<file path="src/logic/rrd_pkg.sv">
/*
  Constants for the beat interval detector: register offsets, field
  positions, reset values and the detector tick timing.
  Assumes a 100 MHz core clock and a register port addressed by register number.
*/
package rrd_pkg;

  // ************************************************************
  // Register offsets
  // ************************************************************
  localparam logic [6:0] ADDR_STATUS = 7'h01;
  localparam logic [6:0] ADDR_IRQ_MASK = 7'h03;
  localparam logic [6:0] ADDR_INT_MGMT = 7'h04;
  localparam logic [6:0] ADDR_CFG_A = 7'h1d;
  localparam logic [6:0] ADDR_CFG_B = 7'h1e;
  localparam logic [6:0] ADDR_INTERVAL = 7'h25;

  // ************************************************************
  // Field positions
  // ************************************************************
  localparam int QRS_WINDOW_WIDTH_LSB = 20;
  localparam int GAIN_LSB = 16;
  localparam int EN_BIT = 15;
  localparam int PEAK_AVERAGE_WEIGHT_LSB = 12;
  localparam int PEAK_THRESHOLD_SCALE_LSB = 8;
  localparam int MINIMUM_HOLDOFF_LSB = 16;
  localparam int RAVG_LSB = 12;
  localparam int HOLDOFF_DYNAMIC_SCALE_LSB = 8;
  localparam int CLRM_LSB = 4;
  localparam int IVAL_LSB = 10;
  localparam int ST_BEAT = 0;
  localparam int ST_WRAP = 1;

  // ************************************************************
  // Reset values and writable masks
  // ************************************************************
  localparam logic [23:0] CFG_A_RESET = 24'h3f2300;
  localparam logic [23:0] CFG_A_MASK = 24'hffbf00;
  localparam logic [23:0] CFG_B_RESET = 24'h202400;
  localparam logic [23:0] CFG_B_MASK = 24'h3f3700;
  localparam logic [1:0] CLRM_RESET = 2'h0;

  // ************************************************************
  // Encodings and detector constants
  // ************************************************************
  localparam logic [1:0] CLRM_STATUS = 2'h0;
  localparam logic [1:0] CLRM_INTERVAL = 2'h1;
  localparam logic [1:0] CLRM_SELF = 2'h2;
  localparam logic [3:0] GAIN_AUTO = 4'hf;
  localparam logic [3:0] GAIN_AUTO_INIT = 4'h6;
  localparam logic [3:0] GAIN_MAX = 4'he;
  localparam logic [4:0] QRS_WINDOW_WIDTH_BASE = 5'h06;
  localparam logic [15:0] ENV_FULL = 16'hffff;
  localparam logic [15:0] ENV_LOW = 16'h3fff;

  // ************************************************************
  // Detector tick: 256 master clock periods per tick
  // ************************************************************
  localparam int CLK_PERIOD_NS = 10;
  localparam int TICK_NS_00 = 7812500;
  localparam int TICK_NS_01 = 8000000;
  localparam int TICK_NS_10 = 8000000;
  localparam int TICK_NS_11 = 8008008;

endpackage : rrd_pkg

</file>
<file path="src/logic/rrd_detector.sv">
/*
  Beat interval detector: finds R events in channel samples, measures
  the interval between them, and raises a beat event flag.
  Assumes samples, channel enable and clock select come from core clock logic.
*/
// Chosen here: the strobed register port.
`timescale 1ns/1ps
module rrd_detector #(
  parameter logic [19:0] TICK_CYC_00 = 20'(rrd_pkg::TICK_NS_00 / rrd_pkg::CLK_PERIOD_NS),
  parameter logic [19:0] TICK_CYC_01 = 20'(rrd_pkg::TICK_NS_01 / rrd_pkg::CLK_PERIOD_NS),
  parameter logic [19:0] TICK_CYC_10 = 20'(rrd_pkg::TICK_NS_10 / rrd_pkg::CLK_PERIOD_NS),
  parameter logic [19:0] TICK_CYC_11 = 20'(rrd_pkg::TICK_NS_11 / rrd_pkg::CLK_PERIOD_NS)
) (
  input wire logic core_clk_i,
  input wire logic rst_n_i,
  input wire logic [6:0] addr_i,
  input wire logic [23:0] wr_data_i,
  input wire logic wr_en_i,
  input wire logic rd_en_i,
  output logic [23:0] rd_data_o,
  input wire logic sample_valid_i,
  input wire logic signed [17:0] sample_data_i,
  input wire logic channel_enable_i,
  input wire logic [1:0] master_clock_select_i,
  output logic irq_o,
  output logic second_irq_o
);

  // ************************************************************
  // Registers
  // ************************************************************
  logic [23:0] cfg_a;
  logic [23:0] cfg_b;
  logic [1:0] clear_mode;
  logic [1:0] status;
  logic [1:0] irq_mask;
  logic [13:0] interval_val;
  logic [13:0] ival_cnt;
  logic [13:0] ival_avg;
  logic [15:0] peak_avg;
  logic [15:0] peak_track;
  logic [4:0] win_left;
  logic [3:0] auto_shift;
  logic beat_age;
  logic tick;

  logic det_on;
  logic wr_status;
  logic rd_status;
  logic rd_interval;
  logic [3:0] gain_code;
  logic [3:0] shift;
  logic [16:0] mag;
  logic [31:0] gained;
  logic [15:0] env;
  logic [19:0] thresh_full;
  logic [15:0] thresh;
  logic [16:0] dyn_full;
  logic [13:0] hold_dyn;
  logic [13:0] hold_min;
  logic [13:0] hold_eff;
  logic hold_ok;
  logic r_event;
  logic cnt_wrap;
  logic win_end;
  logic [4:0] win_len;
  logic [13:0] next_ival_avg;
  logic [15:0] next_peak_avg;
  logic [15:0] peak_sample;
  logic beat_clr;
  logic [1:0] next_status;
  logic [1:0] next_irq_mask;

  // ************************************************************
  // Decode and enables
  // ************************************************************
  assign det_on = cfg_a[rrd_pkg::EN_BIT] & channel_enable_i;
  assign wr_status = wr_en_i && (addr_i == rrd_pkg::ADDR_STATUS);
  assign rd_status = rd_en_i && (addr_i == rrd_pkg::ADDR_STATUS);
  assign rd_interval = rd_en_i && (addr_i == rrd_pkg::ADDR_INTERVAL);

  rrd_tick_gen #(
    .CYC_00(TICK_CYC_00),
    .CYC_01(TICK_CYC_01),
    .CYC_10(TICK_CYC_10),
    .CYC_11(TICK_CYC_11)
  ) u_tick (
    .core_clk_i(core_clk_i),
    .rst_n_i(rst_n_i),
    .run_i(det_on),
    .clk_sel_i(master_clock_select_i),
    .tick_o(tick)
  );

  // ************************************************************
  // Gain and envelope
  // ************************************************************
  assign gain_code = cfg_a[rrd_pkg::GAIN_LSB +: 4];
  assign shift = (gain_code == rrd_pkg::GAIN_AUTO) ? auto_shift : gain_code;

  always_comb begin
    mag = sample_data_i[17] ? 17'(-sample_data_i) : sample_data_i[16:0];
    gained = {15'h0, mag} << shift;
    env = (gained[31:16] != 16'h0) ? rrd_pkg::ENV_FULL : gained[15:0];
  end

  // ************************************************************
  // Threshold, hold-off and event
  // ************************************************************
  always_comb begin
    thresh_full = peak_avg * ({16'h0, cfg_a[rrd_pkg::PEAK_THRESHOLD_SCALE_LSB +: 4]} + 20'h1);
    thresh = thresh_full[19:4];
    dyn_full = ival_avg * cfg_b[rrd_pkg::HOLDOFF_DYNAMIC_SCALE_LSB +: 3];
    hold_dyn = dyn_full[16:3];
    hold_min = {8'h0, cfg_b[rrd_pkg::MINIMUM_HOLDOFF_LSB +: 6]};
    hold_eff = (hold_dyn > hold_min) ? hold_dyn : hold_min;
  end

  assign hold_ok = (ival_cnt >= hold_eff);
  assign r_event = det_on && sample_valid_i && hold_ok && (env > thresh);
  assign cnt_wrap = det_on && tick && (ival_cnt == 14'h3fff) && !r_event;
  assign win_len = rrd_pkg::QRS_WINDOW_WIDTH_BASE + {cfg_a[rrd_pkg::QRS_WINDOW_WIDTH_LSB +: 4], 1'b0};
  assign win_end = det_on && tick && (win_left == 5'h1);
  assign peak_sample = (sample_valid_i && (env > peak_track)) ? env : peak_track;

  rrd_wavg #(
    .W(14)
  ) u_ival_avg (
    .old_i(ival_avg),
    .new_i(ival_cnt),
    .sel_i(cfg_b[rrd_pkg::RAVG_LSB +: 2]),
    .avg_o(next_ival_avg)
  );

  rrd_wavg #(
    .W(16)
  ) u_peak_avg (
    .old_i(peak_avg),
    .new_i(peak_sample),
    .sel_i(cfg_a[rrd_pkg::PEAK_AVERAGE_WEIGHT_LSB +: 2]),
    .avg_o(next_peak_avg)
  );

  // ************************************************************
  // Interval counter and interval register
  // ************************************************************
  always_ff @(posedge core_clk_i or negedge rst_n_i) begin
    if (!rst_n_i) begin
      ival_cnt <= 14'h0;
      interval_val <= 14'h0;
      ival_avg <= 14'h0;
    end else if (r_event) begin
      interval_val <= ival_cnt;
      ival_avg <= next_ival_avg;
      ival_cnt <= 14'h0;
    end else if (det_on && tick) begin
      ival_cnt <= ival_cnt + 14'h1;
    end
  end

  // ************************************************************
  // Peak window and peak average
  // ************************************************************
  always_ff @(posedge core_clk_i or negedge rst_n_i) begin
    if (!rst_n_i) begin
      win_left <= 5'h0;
      peak_track <= 16'h0;
      peak_avg <= 16'h0;
    end else if (r_event) begin
      win_left <= win_len;
      peak_track <= env;
    end else if (win_end) begin
      win_left <= 5'h0;
      peak_avg <= next_peak_avg;
      peak_track <= 16'h0;
    end else if (win_left != 5'h0) begin
      peak_track <= peak_sample;
      if (det_on && tick) begin
        win_left <= win_left - 5'h1;
      end
    end
  end

  // ************************************************************
  // Automatic gain
  // ************************************************************
  always_ff @(posedge core_clk_i or negedge rst_n_i) begin
    if (!rst_n_i) begin
      auto_shift <= rrd_pkg::GAIN_AUTO_INIT;
    end else if (gain_code != rrd_pkg::GAIN_AUTO) begin
      auto_shift <= rrd_pkg::GAIN_AUTO_INIT;
    end else if (win_end) begin
      if (peak_track == rrd_pkg::ENV_FULL && auto_shift != 4'h0) begin
        auto_shift <= auto_shift - 4'h1;
      end else if (peak_track < rrd_pkg::ENV_LOW && auto_shift != rrd_pkg::GAIN_MAX) begin
        auto_shift <= auto_shift + 4'h1;
      end
    end
  end

  // ************************************************************
  // Configuration registers
  // ************************************************************
  always_ff @(posedge core_clk_i or negedge rst_n_i) begin
    if (!rst_n_i) begin
      cfg_a <= rrd_pkg::CFG_A_RESET;
      cfg_b <= rrd_pkg::CFG_B_RESET;
      clear_mode <= rrd_pkg::CLRM_RESET;
      irq_mask <= 2'h0;
    end else if (wr_en_i) begin
      case (addr_i)
        rrd_pkg::ADDR_CFG_A: cfg_a <= wr_data_i & rrd_pkg::CFG_A_MASK;
        rrd_pkg::ADDR_CFG_B: cfg_b <= wr_data_i & rrd_pkg::CFG_B_MASK;
        rrd_pkg::ADDR_INT_MGMT: clear_mode <= wr_data_i[rrd_pkg::CLRM_LSB +: 2];
        rrd_pkg::ADDR_IRQ_MASK: irq_mask <= wr_data_i[1:0];
        default: irq_mask <= irq_mask;
      endcase
    end
  end

  // ************************************************************
  // Status flags and interrupts
  // ************************************************************
  // Mask as it stands after this edge, so the interrupt output never lags a mask write
  assign next_irq_mask = (wr_en_i && (addr_i == rrd_pkg::ADDR_IRQ_MASK)) ? wr_data_i[1:0] : irq_mask;

  always_comb begin
    beat_clr = wr_status && wr_data_i[rrd_pkg::ST_BEAT];
    case (clear_mode)
      rrd_pkg::CLRM_STATUS: beat_clr = beat_clr || rd_status;
      rrd_pkg::CLRM_INTERVAL: beat_clr = beat_clr || rd_interval;
      rrd_pkg::CLRM_SELF: beat_clr = beat_clr || (beat_age && sample_valid_i);
      default: beat_clr = beat_clr;
    endcase
    next_status = status;
    if (beat_clr) begin
      next_status[rrd_pkg::ST_BEAT] = 1'b0;
    end
    if (wr_status && wr_data_i[rrd_pkg::ST_WRAP]) begin
      next_status[rrd_pkg::ST_WRAP] = 1'b0;
    end
    if (r_event) begin
      next_status[rrd_pkg::ST_BEAT] = 1'b1;
    end
    if (cnt_wrap) begin
      next_status[rrd_pkg::ST_WRAP] = 1'b1;
    end
  end

  always_ff @(posedge core_clk_i or negedge rst_n_i) begin
    if (!rst_n_i) begin
      status <= 2'h0;
      beat_age <= 1'b0;
      irq_o <= 1'b0;
      second_irq_o <= 1'b0;
    end else begin
      status <= next_status;
      irq_o <= |(next_status & next_irq_mask);
      second_irq_o <= next_status[rrd_pkg::ST_BEAT];
      if (r_event) begin
        beat_age <= 1'b1;
      end else if (sample_valid_i) begin
        beat_age <= 1'b0;
      end
    end
  end

  // ************************************************************
  // Read data
  // ************************************************************
  always_ff @(posedge core_clk_i or negedge rst_n_i) begin
    if (!rst_n_i) begin
      rd_data_o <= 24'h0;
    end else if (rd_en_i) begin
      case (addr_i)
        rrd_pkg::ADDR_STATUS: rd_data_o <= {22'h0, status};
        rrd_pkg::ADDR_IRQ_MASK: rd_data_o <= {22'h0, irq_mask};
        rrd_pkg::ADDR_INT_MGMT: rd_data_o <= 24'({clear_mode, 4'h0});
        rrd_pkg::ADDR_CFG_A: rd_data_o <= cfg_a;
        rrd_pkg::ADDR_CFG_B: rd_data_o <= cfg_b;
        rrd_pkg::ADDR_INTERVAL: rd_data_o <= {interval_val, 10'h0};
        default: rd_data_o <= 24'h0;
      endcase
    end else begin
      rd_data_o <= 24'h0;
    end
  end

  // ************************************************************
  // Checks
  // ************************************************************
  chk_interval_low_zero: assert property (
    @(posedge core_clk_i) disable iff (!rst_n_i)
    rd_interval |=> (rd_data_o[9:0] == 10'h0 && rd_data_o[23:10] == $past(interval_val)))
    else $error("interval read low bits or value wrong");

  chk_interval_load: assert property (
    @(posedge core_clk_i) disable iff (!rst_n_i)
    r_event |=> (interval_val == $past(ival_cnt)) && status[0])
    else $error("event did not load interval and flag");

  chk_mode01_clear: assert property (
    @(posedge core_clk_i) disable iff (!rst_n_i)
    (clear_mode == 2'h1 && rd_interval && !r_event) |=> !status[0])
    else $error("flag not cleared on interval read");

  chk_mode00_clear: assert property (
    @(posedge core_clk_i) disable iff (!rst_n_i)
    (clear_mode == 2'h0 && rd_status && !r_event) |=> !status[0] && !second_irq_o)
    else $error("flag not cleared on status read");

  chk_self_clear: assert property (
    @(posedge core_clk_i) disable iff (!rst_n_i)
    (clear_mode == rrd_pkg::CLRM_SELF && status[rrd_pkg::ST_BEAT] && beat_age && sample_valid_i
      && !r_event) |=> !status[rrd_pkg::ST_BEAT])
    else $error("flag did not self clear");

  chk_wrap_noflag: assert property (
    @(posedge core_clk_i) disable iff (!rst_n_i)
    (cnt_wrap && !status[0]) |=> (ival_cnt == 14'h0) && !status[0] && status[1])
    else $error("wrap raised beat flag or did not roll");

  chk_det_off: assert property (
    @(posedge core_clk_i) disable iff (!rst_n_i)
    !(cfg_a[rrd_pkg::EN_BIT] && channel_enable_i) |-> !r_event ##1 $stable(ival_cnt))
    else $error("detector active while disabled");

  chk_cnt_restart: assert property (
    @(posedge core_clk_i) disable iff (!rst_n_i)
    r_event |=> ival_cnt == 14'h0)
    else $error("counter not restarted at event");

  chk_holdoff_gate: assert property (
    @(posedge core_clk_i) disable iff (!rst_n_i)
    r_event |-> (ival_cnt >= {8'h0, cfg_b[rrd_pkg::MINIMUM_HOLDOFF_LSB +: 6]}) && (ival_cnt >= hold_dyn))
    else $error("event inside hold-off");

  chk_irq_level: assert property (
    @(posedge core_clk_i) disable iff (!rst_n_i)
    |(status & irq_mask) |-> irq_o)
    else $error("interrupt low with unmasked flag");

endmodule : rrd_detector

</file>
<file path="src/logic/rrd_tick_gen.sv">
/*
  Detector tick divider: one-cycle tick pulse every selected count.
  Assumes the select input and run enable are in the core clock domain.
*/
`timescale 1ns/1ps
module rrd_tick_gen #(
  parameter logic [19:0] CYC_00 = 20'd781250,
  parameter logic [19:0] CYC_01 = 20'd800000,
  parameter logic [19:0] CYC_10 = 20'd800000,
  parameter logic [19:0] CYC_11 = 20'd800800
) (
  input wire logic core_clk_i,
  input wire logic rst_n_i,
  input wire logic run_i,
  input wire logic [1:0] clk_sel_i,
  output logic tick_o
);

  logic [19:0] cnt;
  logic [19:0] last;

  // Tick length follows the master clock selection
  always_comb begin
    case (clk_sel_i)
      2'h0: last = CYC_00 - 20'h1;
      2'h1: last = CYC_01 - 20'h1;
      2'h2: last = CYC_10 - 20'h1;
      default: last = CYC_11 - 20'h1;
    endcase
  end

  always_ff @(posedge core_clk_i or negedge rst_n_i) begin
    if (!rst_n_i) begin
      cnt <= 20'h0;
      tick_o <= 1'b0;
    end else if (!run_i) begin
      cnt <= 20'h0;
      tick_o <= 1'b0;
    end else if (cnt >= last) begin
      cnt <= 20'h0;
      tick_o <= 1'b1;
    end else begin
      cnt <= cnt + 20'h1;
      tick_o <= 1'b0;
    end
  end

endmodule : rrd_tick_gen

</file>
<file path="src/logic/rrd_wavg.sv">
/*
  Weighted running average: (new + (w-1)*old)/w with w = 2, 4, 8 or 16.
  Assumes a purely combinational use by the caller.
*/
`timescale 1ns/1ps
module rrd_wavg #(
  parameter int W = 16
) (
  input wire logic [W-1:0] old_i,
  input wire logic [W-1:0] new_i,
  input wire logic [1:0] sel_i,
  output logic [W-1:0] avg_o
);

  logic [W+4:0] acc;
  logic [2:0] k;

  // Weight is two to the power sel plus one
  always_comb begin
    k = {1'b0, sel_i} + 3'h1;
    acc = (({5'h0, old_i} << k) - {5'h0, old_i}) + {5'h0, new_i};
    avg_o = W'(acc >> k);
  end

endmodule : rrd_wavg

</file>
<file path="config.mk">
export PLATFORM = sky130hd
export DESIGN_NAME = rrd_detector
export DESIGN_NICKNAME = d
export VERILOG_FILES = /design/src/logic/rrd_pkg.sv /design/src/logic/rrd_detector.sv /design/src/logic/rrd_tick_gen.sv /design/src/logic/rrd_wavg.sv
export SDC_FILE = /design/constraint.sdc
export NUM_CORES = 1
export LEC_CHECK = 0
export BUFFER_PORTS_ARGS = -buffer_cell sky130_fd_sc_hd__buf_2
export CAP_MARGIN = 20
export CORE_MARGIN = 2
export CORE_UTILIZATION = 35
export CTS_BUF_LIST = sky130_fd_sc_hd__clkbuf_4 sky130_fd_sc_hd__clkbuf_8
export DETAILED_ROUTE_END_ITERATION = 12
export GPL_ROUTABILITY_DRIVEN = 0
export PLACE_DENSITY_LB_ADDON = 0.25
export SLEW_MARGIN = 10
export SYNTH_ARGS = -nofsm -noshare
export SYNTH_HDL_FRONTEND = slang
export SYNTH_SLANG_ARGS = --single-unit
export TNS_END_PERCENT = 30
</file>
<file path="constraint.sdc">
create_clock -name core_clk_i -period 22.5 [get_ports core_clk_i]
set_clock_uncertainty 0.2 [all_clocks]
set_input_delay 2.25 -clock core_clk_i [delete_from_list [all_inputs] [get_ports core_clk_i]]
set_output_delay 2.25 -clock core_clk_i [all_outputs]
set_load 0.1 [all_outputs]
</file>
==> flow_metrics.tcl <==
set metrics [dict create \
    critPathMostFrequentCell "o21ai_0" \
    synth_top_family_by_area "adder cells" \
    rsz0062_at_grt "false" \
    reg2reg_depth 30 \
    required_ns 22.73 \
    grt_max_degree 89 \
    seq_area_frac_synth_pct 22.4 \
    relSlewSlack_pct 31.6 \
    grt_pass1_wl_um 76600 \
    core-area_um2 50100 \
    r2r-end "peak_avg[15]" \
    antenna_found_initial 2 \
    cts_buffers 17 \
    die_h_um 229 \
    synth-edff-count 0 \
    post-route-drc-count 0 \
    synth_top_flop_cell "dfrtp_1" \
    min_path_type "reg -> reg" \
    track_usage_pct 18.1 \
    n_fill_cell 5226 \
    clock-sinks 158 \
    fp.dieW_um 229 \
    portBuffers 73 \
    routed_wl_um 46100 \
    synth_async_sr_flop_share_pct 100 \
    mostFrequentLayoutCells "202 x nand2_1, 199 x inv_1, 177 x nor2_1" \
    ys_ff_latch 158 \
    crit_arrival_ns 11.61 \
    worstHoldEndpoint "beat_age" \
    critPathTopFamily "compound AO/OA/AOI/OAI gates" \
    fin_nets 2357 \
    ir_worst_vdd_uv 101 \
    critPathSlowestCell "a2111oi_4" \
    worstSkewPairLatency_ns 0.56 \
    cp-start-kind "input port" \
    cts_buffer_depth 2 \
    dr.pass1.iters 5 \
    hold_ws_ns 0.296 \
    die_area_um2 52400 \
    min_delay_path_depth 1 \
    h-tree-depth 4 \
    initial_core_util_pct 35.3 \
    yosys_warnings 0 \
    synth_fa_ha_area_share_pct 20.7 \
    area_delta_synth_final_pct 8.08 \
    postRouteAntennaNets 0 \
    dp_hpwl_um 36500 \
    vias 14949 \
    r2r_slack_ns 12.25 \
    synth_cells 2040 \
    synth_compound_area_share_pct 16.7 \
    worstMarginPinSlew_ns 1.03 \
    viasPerCell 5.45 \
    run_status "completed" \
    pwr_density_cell_nw_per_um2 114 \
    min-delay-start "beat_age" \
    final-hold-violation-count 0 \
    cts_tree "built" \
    r2r_start "cfg_a[17]" \
    floorplan.rows 82 \
    cts_resized 0 \
    setup_tns_ns 0 \
    path_buf_inv 2 \
    cap_violations 0 \
    root_buffer "clkbuf_8" \
    timing.fmax_ghz 0.0879 \
    grt_pass1_vias 14596 \
    yosysUniqueCellTypes 92 \
    finalSetupViolCount 0 \
    cp-end-kind "flip-flop" \
    grt_overflow 0 \
    path_max_fanout 26 \
    final_common_cell "nand2_1" \
    worst_setup_hold_path_clk_slew_ns 0.10 \
    cts.hold.buffers_added 0 \
    slowest_delay_ns 0.76 \
    syn_avg_cell_area_um2 8.67 \
    fin_crit_sh_pct 50.6 \
    drv_slew 0 \
    drive_gt1_share_pct 12.2 \
    yosys.area_share.simple_pct 18.0 \
    cts_setup_buffers 0 \
    synth_xor_area_share_pct 4.85 \
    syn_area_um2 17700 \
    wl_per_cell_um 16.8 \
    period_needed_ns 11.38 \
    leakage_nw 8.78 \
    pin_count 83 \
    worstSetupPathType "in -> reg" \
    muxShareOfSynthArea_pct 10.9 \
    drtIter0Drc 886 \
]
==> metrics by stage <==
stage          total power [W]  cell area (um^2)  std cells  worst slack, ns  util (%)
2_1_floorplan          0.00162             17700       2043            11.94         -
3_3_place_gp           0.00194             18700       2709            10.38      37.3
3_5_place_dp           0.00196             18700       2709            10.27      37.3
4_1_cts                0.00220             19100       2741            10.85      38.2
5_1_grt                0.00244             19100       2744            10.30      38.2
6_report               0.00219             19100       2744            11.12      38.2
==> cells in the mapped netlist, drive strengths merged, types with 41 or more instances <==
master	count	area (um^2)
nand2	202	758
inv	199	747
nor2	177	664
ha	158	1980
dfrtp	144	3600
a21oi	90	454
fa	84	1680
mux2i	84	841
o21ai	71	355
clkbuf	69	259
mux2	69	781
xnor2	59	517
nand3	47	235
nor3	42	215
a21o	41	308
==> registers in the layout (all words and copies together) (netlist names), 2 cells and up <==
| name | flops |
|---|---|
| auto_shift | 4 |
| ival_cnt | 14 |
| interval_val | 14 |
| win_left | 5 |
| ival_avg | 14 |
| peak_track | 16 |
| status | 2 |
| rd_data_o | 20 |
| cfg_a | 15 |
| irq_mask | 2 |
| cfg_b | 11 |
| clear_mode | 2 |
| peak_avg | 16 |
| u_tick.cnt | 20 |
==> where the power goes <==
group	switching, W	internal, W
clock network	0.000138	0.0000837
logic	0.000889	0.000664
registers	0.0000789	0.000335
total	0.00111	0.00108
==> cells by family (layout without fill, tap and decap cells) <==
kind of cell	count (synthesis)	after routing
flip-flops	158	158
XOR/XNOR	98	98
buffers and inverters	292	320
adder cells (fa/ha/maj)	242	242
other	1	5
multiplexers	167	167
AND/OR/NAND/NOR	664	664
AO/OA/AOI/OAI	418	418
==> worst max-delay path by stage <==
stage,start,end,slack [ns],cells after the start
CTS,sample_data_i[5],peak_avg[15],10.85,31
global placement,sample_data_i[5],peak_avg[15],10.38,31
global route,sample_data_i[4],peak_avg[15],10.30,31
detailed placement,sample_data_i[5],peak_avg[15],10.27,31
finish,sample_data_i[5],peak_avg[15],11.12,31
floorplan,sample_data_i[7],peak_avg[15],11.94,37
==> worst reg2reg max path, delay by kind of cell, from the launching register on <==
kind                     cells  cell delay (ns)
AO/OA/AOI/OAI               17             4.77
XOR/XNOR                     1             0.25
adder cells (fa/ha/maj)      3             1.32
buffers and inverters        1             0.40
flip-flops                   1             0.71
multiplexers                 1             0.55
AND/OR/NAND/NOR              7             1.94
==> final cells by class <==
type	instances	area (um^2)	area share [%]
inverter	200	751	3.93
timing repair buffer	88	488	2.55
clock inverter	15	175	0.916
multi-input combinational	1593	12700	66.2
sequential	158	3970	20.8
tap	672	841	4.40
antenna	1	2.50	0.0131
clock buffer	17	234	1.22
==> metal layers <==
metal	GRT usage, %	up-vias	wire length [um]
li1	-	7243	-
met2	30.3	245	22200
met3	2.98	54	1560
met1	23.6	7405	21300
met5	0	-	7
met4	5.95	2	1070
(Power assumes the default switching activity.)
